$ cat src/inc/gfm_pkg.sv
`default_nettype none
package gfm_pkg;
   localparam int GFM_PINS = 8;
   localparam int GFM_AW = 12;
   localparam int GFM_SYNC_STAGES = 2;
   // register indices; byte address is four times the index
   localparam logic [9:0] GFM_IDX_DIR = 10'h06e;
   localparam logic [9:0] GFM_IDX_ISEL2 = 10'h06f;
   localparam logic [9:0] GFM_IDX_ISEL1 = 10'h070;
   localparam logic [9:0] GFM_IDX_ISEL0 = 10'h071;
   localparam logic [9:0] GFM_IDX_OSEL2 = 10'h072;
   localparam logic [9:0] GFM_IDX_OSEL1 = 10'h073;
   localparam logic [9:0] GFM_IDX_OSEL0 = 10'h074;
   localparam logic [9:0] GFM_IDX_RSVD = 10'h075;
   localparam logic [9:0] GFM_IDX_GPO = 10'h076;
   localparam logic [9:0] GFM_IDX_GPI = 10'h219;
   localparam logic [11:0] GFM_ADDR_DIR = {GFM_IDX_DIR, 2'b00};
   localparam logic [11:0] GFM_ADDR_ISEL2 = {GFM_IDX_ISEL2, 2'b00};
   localparam logic [11:0] GFM_ADDR_ISEL1 = {GFM_IDX_ISEL1, 2'b00};
   localparam logic [11:0] GFM_ADDR_ISEL0 = {GFM_IDX_ISEL0, 2'b00};
   localparam logic [11:0] GFM_ADDR_OSEL2 = {GFM_IDX_OSEL2, 2'b00};
   localparam logic [11:0] GFM_ADDR_OSEL1 = {GFM_IDX_OSEL1, 2'b00};
   localparam logic [11:0] GFM_ADDR_OSEL0 = {GFM_IDX_OSEL0, 2'b00};
   localparam logic [11:0] GFM_ADDR_RSVD = {GFM_IDX_RSVD, 2'b00};
   localparam logic [11:0] GFM_ADDR_GPO = {GFM_IDX_GPO, 2'b00};
   localparam logic [11:0] GFM_ADDR_GPI = {GFM_IDX_GPI, 2'b00};
   // function selector codes
   localparam logic [2:0] GFM_FN_PLAIN = 3'h0;
   localparam logic [2:0] GFM_FN_OE = 3'h1;
   localparam logic [2:0] GFM_FN_REFSEL = 3'h5;
   localparam logic [2:0] GFM_FN_ALT_A = 3'h1;
   localparam logic [2:0] GFM_FN_ALT_B = 3'h2;
   // pins carrying the manual reference-select bits
   localparam int GFM_REF0_B0_PIN = 2;
   localparam int GFM_REF1_B0_PIN = 3;
   localparam int GFM_REF0_B1_PIN = 6;
   localparam int GFM_REF1_B1_PIN = 7;
   // reset values
   localparam logic [7:0] GFM_DIR_RST = 8'h00;
   localparam logic [7:0] GFM_SEL_RST = 8'h00;
   localparam logic [7:0] GFM_GPO_RST = 8'h00;
   localparam logic [1:0] GFM_WARM_MAX = 2'h3;

   typedef struct packed {
      logic psel;
      logic penable;
      logic pwrite;
      logic [GFM_AW-1:0] paddr;
      logic [31:0] pwdata;
      logic [3:0] pstrb;
   } gfm_apb_req_type;

   typedef struct packed {
      logic [31:0] prdata;
      logic pready;
      logic pslverr;
   } gfm_apb_rsp_type;

   typedef struct packed {
      logic [1:0] pll_loss_of_lock;
      logic [1:0] pll_holdover;
      logic [3:0] ref_loss_of_signal;
   } gfm_status_type;

   typedef struct packed {
      logic [7:0] dir;
      logic [7:0] isel2;
      logic [7:0] isel1;
      logic [7:0] isel0;
      logic [7:0] osel2;
      logic [7:0] osel1;
      logic [7:0] osel0;
      logic [7:0] pin_output_value;
      logic [7:0] in_val;
      logic [7:0] pin_out;
      logic [7:0] pin_oe;
      logic [7:0] ck_oe;
      logic [7:0] ck_oe_act;
      logic [1:0] ref0;
      logic [1:0] ref1;
      logic [1:0] ref0_act;
      logic [1:0] ref1_act;
      logic [31:0] prdata;
      logic pready;
      logic pslverr;
      logic [1:0] warm;
   } gfm_state_type;

   localparam gfm_state_type GFM_STATE_RST = '{
      dir: GFM_DIR_RST,
      isel2: GFM_SEL_RST,
      isel1: GFM_SEL_RST,
      isel0: GFM_SEL_RST,
      osel2: GFM_SEL_RST,
      osel1: GFM_SEL_RST,
      osel0: GFM_SEL_RST,
      pin_output_value: GFM_GPO_RST,
      default: '0
   };
endpackage
`default_nettype wire

$ cat src/hw/gfm_sync.sv
`default_nettype none
module gfm_sync #(
   parameter int W = 8
) (
   input wire logic clk,
   input wire logic rst_n,
   input wire logic [W-1:0] d,
   output logic [W-1:0] q
);
   typedef struct packed {
      logic [W-1:0] s1;
      logic [W-1:0] s2;
   } gfm_sync_state_type;

   gfm_sync_state_type st_r;
   gfm_sync_state_type st_nxt;

   // first stage feeds only the second stage
   always_comb begin
      st_nxt.s1 = d;
      st_nxt.s2 = st_r.s1;
   end

   always_ff @(posedge clk or negedge rst_n) begin
      if (!rst_n) begin
         st_r <= '0;
      end else begin
         st_r <= st_nxt;
      end
   end

   assign q = st_r.s2;
endmodule
`default_nettype wire

$ cat src/hw/gfm_top.sv
// Local design decision: register access over APB.
`default_nettype none
module gfm_top
   import gfm_pkg::*;
(
   input wire logic pclk,
   input wire logic presetn,
   input wire gfm_apb_req_type apb_req,
   output var gfm_apb_rsp_type apb_rsp,
   input wire logic [7:0] pin_in,
   output logic [7:0] pin_out,
   output logic [7:0] pin_oe,
   input wire gfm_status_type status,
   output logic [7:0] clock_output_enable,
   output logic [7:0] clock_output_enable_active,
   output logic [1:0] manual_ref_select_pll_zero,
   output logic [1:0] manual_ref_select_pll_one,
   output logic [1:0] manual_ref_select_pll_zero_active,
   output logic [1:0] manual_ref_select_pll_one_active
);
   gfm_state_type st_r;
   gfm_state_type st_nxt;
   logic [7:0] pin_q;
   logic [7:0] plain_mask;
   logic [7:0] oe_mask;
   logic [7:0] refsel_mask;
   logic [7:0] out_bit;
   logic [11:0] addr;
   logic setup;
   logic wr_acc;

   // pins come from the board, asynchronous to pclk
   gfm_sync #(
      .W(GFM_PINS)
   ) gfm_sync_inst (
      .clk(pclk),
      .rst_n(presetn),
      .d(pin_in),
      .q(pin_q)
   );

   // three selector planes hold one bit of each pin's code
   function automatic logic [2:0] sel_code(
      input logic [7:0] b2,
      input logic [7:0] b1,
      input logic [7:0] b0,
      input int n
   );
      return {b2[n], b1[n], b0[n]};
   endfunction

   // map check shared by error flag and the unmapped-access assertion
   function automatic logic reg_hit(input logic [11:0] a);
      logic h;
      h = 1'b0;
      case (a)
         GFM_ADDR_DIR, GFM_ADDR_ISEL2, GFM_ADDR_ISEL1, GFM_ADDR_ISEL0,
         GFM_ADDR_OSEL2, GFM_ADDR_OSEL1, GFM_ADDR_OSEL0, GFM_ADDR_RSVD,
         GFM_ADDR_GPO, GFM_ADDR_GPI: begin
            h = 1'b1;
         end
         default: begin
            h = 1'b0;
         end
      endcase
      return h;
   endfunction

   // read mux; the reserved slot reads zero
   function automatic logic [7:0] rd_mux(input gfm_state_type s, input logic [11:0] a);
      logic [7:0] v;
      v = 8'h00;
      case (a)
         GFM_ADDR_DIR: begin
            v = s.dir;
         end
         GFM_ADDR_ISEL2: begin
            v = s.isel2;
         end
         GFM_ADDR_ISEL1: begin
            v = s.isel1;
         end
         GFM_ADDR_ISEL0: begin
            v = s.isel0;
         end
         GFM_ADDR_OSEL2: begin
            v = s.osel2;
         end
         GFM_ADDR_OSEL1: begin
            v = s.osel1;
         end
         GFM_ADDR_OSEL0: begin
            v = s.osel0;
         end
         GFM_ADDR_GPO: begin
            v = s.pin_output_value;
         end
         GFM_ADDR_GPI: begin
            v = s.in_val;
         end
         default: begin
            v = 8'h00;
         end
      endcase
      return v;
   endfunction

   // per-pin output function; reserved codes drive low
   function automatic logic out_func(
      input int n,
      input logic [2:0] c,
      input logic pin_output_value,
      input gfm_status_type s
   );
      logic v;
      v = 1'b0;
      if (c == GFM_FN_PLAIN) begin
         v = pin_output_value;
      end else begin
         case (n)
            0: begin
               if (c == GFM_FN_ALT_A) v = s.pll_loss_of_lock[0];
               if (c == GFM_FN_ALT_B) v = s.pll_loss_of_lock[1];
            end
            1: begin
               if (c == GFM_FN_ALT_A) v = s.pll_holdover[0];
               if (c == GFM_FN_ALT_B) v = s.pll_holdover[1];
            end
            2: begin
               if (c == GFM_FN_ALT_A) v = s.ref_loss_of_signal[0];
            end
            3: begin
               if (c == GFM_FN_ALT_A) v = s.pll_loss_of_lock[1];
               if (c == GFM_FN_ALT_B) v = s.ref_loss_of_signal[1];
            end
            4: begin
               if (c == GFM_FN_ALT_A) v = s.pll_holdover[1];
            end
            5: begin
               if (c == GFM_FN_ALT_A) v = s.ref_loss_of_signal[1];
            end
            6: begin
               if (c == GFM_FN_ALT_A) v = s.ref_loss_of_signal[2];
            end
            7: begin
               if (c == GFM_FN_ALT_A) v = s.ref_loss_of_signal[3];
            end
            default: begin
               v = 1'b0;
            end
         endcase
      end
      return v;
   endfunction

   // per-pin decode of direction and both selectors
   for (genvar g = 0; g < GFM_PINS; g++) begin : g_pin
      logic [2:0] ic;
      logic [2:0] oc;
      logic ref_pin;
      assign ic = sel_code(st_r.isel2, st_r.isel1, st_r.isel0, g);
      assign oc = sel_code(st_r.osel2, st_r.osel1, st_r.osel0, g);
      assign ref_pin = (g == GFM_REF0_B0_PIN) || (g == GFM_REF1_B0_PIN) ||
                       (g == GFM_REF0_B1_PIN) || (g == GFM_REF1_B1_PIN);
      assign plain_mask[g] = !st_r.dir[g] && (ic == GFM_FN_PLAIN);
      assign oe_mask[g] = !st_r.dir[g] && (ic == GFM_FN_OE);
      assign refsel_mask[g] = !st_r.dir[g] && (ic == GFM_FN_REFSEL) && ref_pin;
      assign out_bit[g] = st_r.dir[g] && out_func(g, oc, st_r.pin_output_value[g], status);
   end

   assign addr = apb_req.paddr;
   assign setup = apb_req.psel && !apb_req.penable;
   assign wr_acc = apb_req.psel && apb_req.penable && st_r.pready && apb_req.pwrite;

   // all next state in one place
   always_comb begin
      st_nxt = st_r;
      // pin side, registered so every output is a flop
      st_nxt.in_val = pin_q & plain_mask;
      st_nxt.pin_out = out_bit;
      st_nxt.pin_oe = st_r.dir;
      st_nxt.ck_oe = pin_q & oe_mask;
      st_nxt.ck_oe_act = oe_mask;
      st_nxt.ref0 = {pin_q[GFM_REF0_B1_PIN] & refsel_mask[GFM_REF0_B1_PIN],
                     pin_q[GFM_REF0_B0_PIN] & refsel_mask[GFM_REF0_B0_PIN]};
      st_nxt.ref1 = {pin_q[GFM_REF1_B1_PIN] & refsel_mask[GFM_REF1_B1_PIN],
                     pin_q[GFM_REF1_B0_PIN] & refsel_mask[GFM_REF1_B0_PIN]};
      st_nxt.ref0_act = {refsel_mask[GFM_REF0_B1_PIN], refsel_mask[GFM_REF0_B0_PIN]};
      st_nxt.ref1_act = {refsel_mask[GFM_REF1_B1_PIN], refsel_mask[GFM_REF1_B0_PIN]};
      // zero-wait slave: answer is ready in the first access cycle
      st_nxt.pready = setup;
      st_nxt.pslverr = setup && !reg_hit(addr);
      st_nxt.prdata = 32'h0000_0000;
      if (setup && !apb_req.pwrite) begin
         st_nxt.prdata = {24'h00_0000, rd_mux(st_r, addr)};
      end
      // writes land only on the completing access edge, low lane only
      if (wr_acc && apb_req.pstrb[0]) begin
         case (addr)
            GFM_ADDR_DIR: begin
               st_nxt.dir = apb_req.pwdata[7:0];
            end
            GFM_ADDR_ISEL2: begin
               st_nxt.isel2 = apb_req.pwdata[7:0];
            end
            GFM_ADDR_ISEL1: begin
               st_nxt.isel1 = apb_req.pwdata[7:0];
            end
            GFM_ADDR_ISEL0: begin
               st_nxt.isel0 = apb_req.pwdata[7:0];
            end
            GFM_ADDR_OSEL2: begin
               st_nxt.osel2 = apb_req.pwdata[7:0];
            end
            GFM_ADDR_OSEL1: begin
               st_nxt.osel1 = apb_req.pwdata[7:0];
            end
            GFM_ADDR_OSEL0: begin
               st_nxt.osel0 = apb_req.pwdata[7:0];
            end
            GFM_ADDR_GPO: begin
               st_nxt.pin_output_value = apb_req.pwdata[7:0];
            end
            default: begin
               // read-only, reserved or unmapped: nothing stored
            end
         endcase
      end
      // settles after the synchroniser has filled
      if (st_r.warm != GFM_WARM_MAX) begin
         st_nxt.warm = st_r.warm + 2'h1;
      end
   end

   // selectors and output values reset to code zero
   always_ff @(posedge pclk or negedge presetn) begin
      if (!presetn) begin
         st_r <= GFM_STATE_RST;
      end else begin
         st_r <= st_nxt;
      end
   end

   // outputs straight from flops
   assign apb_rsp.prdata = st_r.prdata;
   assign apb_rsp.pready = st_r.pready;
   assign apb_rsp.pslverr = st_r.pslverr;
   assign pin_out = st_r.pin_out;
   assign pin_oe = st_r.pin_oe;
   assign clock_output_enable = st_r.ck_oe;
   assign clock_output_enable_active = st_r.ck_oe_act;
   assign manual_ref_select_pll_zero = st_r.ref0;
   assign manual_ref_select_pll_one = st_r.ref1;
   assign manual_ref_select_pll_zero_active = st_r.ref0_act;
   assign manual_ref_select_pll_one_active = st_r.ref1_act;
endmodule
`default_nettype wire

$ cat config.mk
export PLATFORM = sky130hd
export DESIGN_NAME = gfm_top
export DESIGN_NICKNAME = d
export VERILOG_FILES = /design/src/inc/gfm_pkg.sv /design/src/hw/gfm_sync.sv /design/src/hw/gfm_top.sv
export SDC_FILE = /design/constraint.sdc
export NUM_CORES = 1
export LEC_CHECK = 0
export BUFFER_PORTS_ARGS = -buffer_cell sky130_fd_sc_hd__buf_2
export CORE_AREA = 2 2 106 108
export DETAILED_ROUTE_END_ITERATION = 7
export DIE_AREA = 0 0 108 110
export GPL_ROUTABILITY_DRIVEN = 0
export GPL_TIMING_DRIVEN = 0
export HOLD_SLACK_MARGIN = 0.02
export PLACE_DENSITY = 0.81
export REMOVE_ABC_BUFFERS = 1
export SLEW_MARGIN = 10
export SYNTH_ARGS = -nofsm -noshare
export SYNTH_HDL_FRONTEND = slang
export SYNTH_SLANG_ARGS = --single-unit
export TNS_END_PERCENT = 5
$ cat constraint.sdc
create_clock -name pclk -period 3.2 [get_ports pclk]
set_input_delay 0.32 -clock pclk [delete_from_list [all_inputs] [get_ports pclk]]
set_output_delay 0.32 -clock pclk [all_outputs]
set_load 0.03 [all_outputs]
==> summary.txt <==
Outcome
  – Outcome: completed

Logic synthesis
  – Post-synthesis sequential area ratio: 56.5%
  – Cell Area, Synth: 6120 µm²
  – Top FF cell, synth: dfrtp_1
  – Post-synth EDFFs: 0
  – Asr flop ratio synth: 100%
  – YS warnings: 0
  – Yosys cell types: 46
  – Syn_area_per_cell: 12.5 µm²
  – Post-Syn Instances: 488
  – Synth Register Bits: 138

Timing
  – Fin. Hold Viols: 0
  – Relative slew slack: 23.4%
  – Slew @ Worst Pin: 1140 ps
  – Fin crit share: 86.3%
  – FMAX: 0.362 GHz
  – Max-slew violation count: 0
  – Fin crit period: 2760 ps
  – Final Setup Violations: 0
  – Clock Skew: 4.39 ps
  – RSZ-0062 raised after global routing: false

Placement
  – Post-DP HPWL: 8160 µm
  – Port buffer count: 91
  – Cells after DPL: 658

Setup path
  – R2r startpoint: apb_rsp[1]
  – Type of origin of the critical path: input pin
  – Crit end category: register
  – Worst Reg2Reg Path Length in Cells: 4
  – Worst Setup Path Type: input pin to register
  – Reg2Reg Setup Slack: 800 ps
  – Critical Path AT: 3180 ps
  – Crit path max fanout: 25
  – WP data required: 3620 ps
  – Reg2Reg Capture Point: g_pin[1].ic[0]

Clock network
  – CTS tree: done
  – Clk buf depth: 2
  – # resized after CTS: 0
  – Htree depth: 4
  – CTS Buf Count: 17
  – Sink Count: 138
  – CTS Root Cell: clkbuf_8
  – Worst-path clk slew: 60 ps
  – Post-CTS Setup Inserts: 0
  – Clock Latency Late Sink: 530 ps
  – CTS Hold Bufs: 10

Global route
  – GRT Overall Usage: 22.9%
  – Largest net degree at the start of global routing: 97
  – Vias in the first global route: 3867
  – Global route overflow: 0
  – Initial antenna violation count: 0
  – First-pass GRT wire length: 20100 µm

Pwr
  – Pleak: 3.45 nW
  – Power Density: 538 nW/µm²
  – Pwr Total: 3.74 mW
  – Max VDD drop: 0.000319 V

Finish
  – Fillcell total: 753
  – # nets final: 616
  – Layout cells sized above 1: 36.8%
  – Layout Cells excl Fill: 700
  – Layout area overhead: 13.6%
  – Ant. Diodes: 0
  – Core Util, Final: 65.0%

Drt
  – Initial DRC Count: 245
  – Remaining DRCs: 0
  – Routed wire per std cell: 18.4 µm
  – Detailed Route WL: 12900 µm
  – ANT nets after route: 0
  – TritonRoute pass-1 iters: 4
  – Via density: 5.66
  – Total number of vias: 3961

Floorplanning
  – Die width: 108 µm
  – Chip Height: 110 µm
  – I/O Pins: 143
  – Placeable Area: 10700 µm²
  – Die area: 11900 µm²
  – Row count: 38
  – Effective utilization at floorplan: 57.2%

Job
  – Max Cap Viol: 0

Min path
  – WHS Path Cells: 2
  – Min-Delay Path Class: input pin to register
  – Worst Hold Path EP: apb_rsp[1]
  – HP Start: apb_req[50]
worst max path at each step:
| stage | cells after the start | slack [ps] | start | to |
|---|---|---|---|---|
| after floorplan | 5 | 980 | apb_req[45] | g_pin[0].oc[2] |
| after global placement | 6 | -660 | apb_req[38] | apb_rsp[3] |
| after detailed placement | 7 | 40 | apb_req[38] | apb_rsp[8] |
| after CTS | 7 | 590 | apb_req[38] | apb_rsp[6] |
| after global routing | 7 | 380 | apb_req[38] | apb_rsp[8] |
| final | 7 | 440 | apb_req[38] | apb_rsp[7] |
layer usage:
metal	routed length, µm	vias up	global-route usage [%]
met2	6300	187	36.9
li1	-	1772	-
met4	276	0	8.70
met3	1010	27	7.64
met1	5270	1975	29.1
met5	0	-	0
flip-flops by register name (all words and copies together), names as in the netlist, 8 cells and up:
register,flops
g_pin.ic,24
g_pin.oc,24
st_r,16
apb_rsp,10
clock_output_enable,8
clock_output_enable_active,8
gfm_sync_inst.q,8
gfm_sync_inst.st_nxt,8
pin_oe,8
pin_out,8
st_nxt,8
cells in the mapped netlist (2+ instances only):
| cell type | n | area share, % |
|---|---|---|
| a211o_1 | 5 | 0.72 |
| a21oi_1 | 7 | 0.57 |
| a221oi_1 | 8 | 1.1 |
| a22o_1 | 6 | 0.86 |
| a22oi_1 | 6 | 0.74 |
| a32oi_1 | 2 | 0.29 |
| and2_1 | 9 | 0.92 |
| and3_1 | 7 | 0.72 |
| and3b_1 | 4 | 0.57 |
| buf_1 | 2 | 0.12 |
| buf_2 | 3 | 0.25 |
| buf_4 | 74 | 9.1 |
| clkbuf_1 | 7 | 0.43 |
| dfrtp_1 | 138 | 56 |
| inv_1 | 2 | 0.12 |
| mux2_1 | 2 | 0.37 |
| mux2_2 | 66 | 12 |
| mux2i_1 | 17 | 2.8 |
| nand2_1 | 23 | 1.4 |
| nand2b_1 | 5 | 0.51 |
| nand3_1 | 6 | 0.49 |
| nand3b_1 | 7 | 0.86 |
| nand4_1 | 3 | 0.31 |
| nor2_1 | 18 | 1.1 |
| nor2_2 | 3 | 0.31 |
| nor2b_1 | 3 | 0.31 |
| nor3_1 | 21 | 1.7 |
| nor3_2 | 2 | 0.33 |
| nor4_2 | 2 | 0.41 |
| nor4b_1 | 7 | 1.0 |
| o21ai_0 | 8 | 0.65 |
kinds of logic (layout without fill, tap and decap cells):
logic type / Yosys count / after routing / share of synthesized area, %
compound gates: 47 / 47 / 5.65
mux: 86 / 86 / 15.7
other cells: 1 / 24 / 0.0613
simple gates: 127 / 127 / 12.1
buf+inv: 89 / 138 / 10.1
flops: 138 / 138 / 56.5
critical path, cell delays in order:
cell	delay, ps
buf_2	490
nor4b_2	590
buf_2	270
and3_1	520
a31o_2	200
nand3b_1	410
a21oi_1	360
power by group:
part / total [mW] / switching [mW] / leakage, nW / internal (mW)
sequential: 1.77 / 0.00532 / 1.87 / 1.76
clock: 1.79 / 0.740 / 0.243 / 1.05
combinational: 0.182 / 0.135 / 1.33 / 0.0475
total: 3.74 / 0.880 / 3.45 / 2.86
layout make-up:
| type | instances | area [µm²] | share of cell area (%) |
|---|---|---|---|
| sequential | 138 | 3450 | 49.7 |
| tap | 140 | 175 | 2.52 |
| clock buffer | 18 | 428 | 6.16 |
| timing repair buffer | 104 | 602 | 8.66 |
| multi-input combinational | 284 | 2160 | 31.1 |
| clock inverter | 14 | 125 | 1.80 |
| inverter | 2 | 7.51 | 0.108 |
stage by stage:
step | area [µm²] | hold WS (ps) | worst slack (ps) | TNS, ps
after floorplan | 5590 | 24.4 | 980 | 0
after global placement | 6220 | 333 | -658 | -4940
after detailed placement | 6290 | 261 | 42.8 | 0
after CTS | 6940 | 54.7 | 585 | 0
after global routing | 6950 | 71.9 | 378 | 0
final | 6950 | 82.9 | 438 | 0
cells in the final DEF (no fill, tap or decap), drive strengths merged, types with 4 or more instances in the layout:
master / n
clkinvlp: 9
nor2: 21
and2: 9
mux2: 68
o21ai: 8
mux2i: 17
and3b: 4
conb: 24
buf: 94
nor4b: 8
a22o: 6
a211o: 5
dfrtp: 138
nand2: 23
a21oi: 7
nand3b: 7
a22oi: 6
and3: 7
clkbuf: 18
nand3: 6
a221oi: 8
nand2b: 5
dlygate4sd3: 10
nor3: 24
Power figures use the tool's default switching activity.
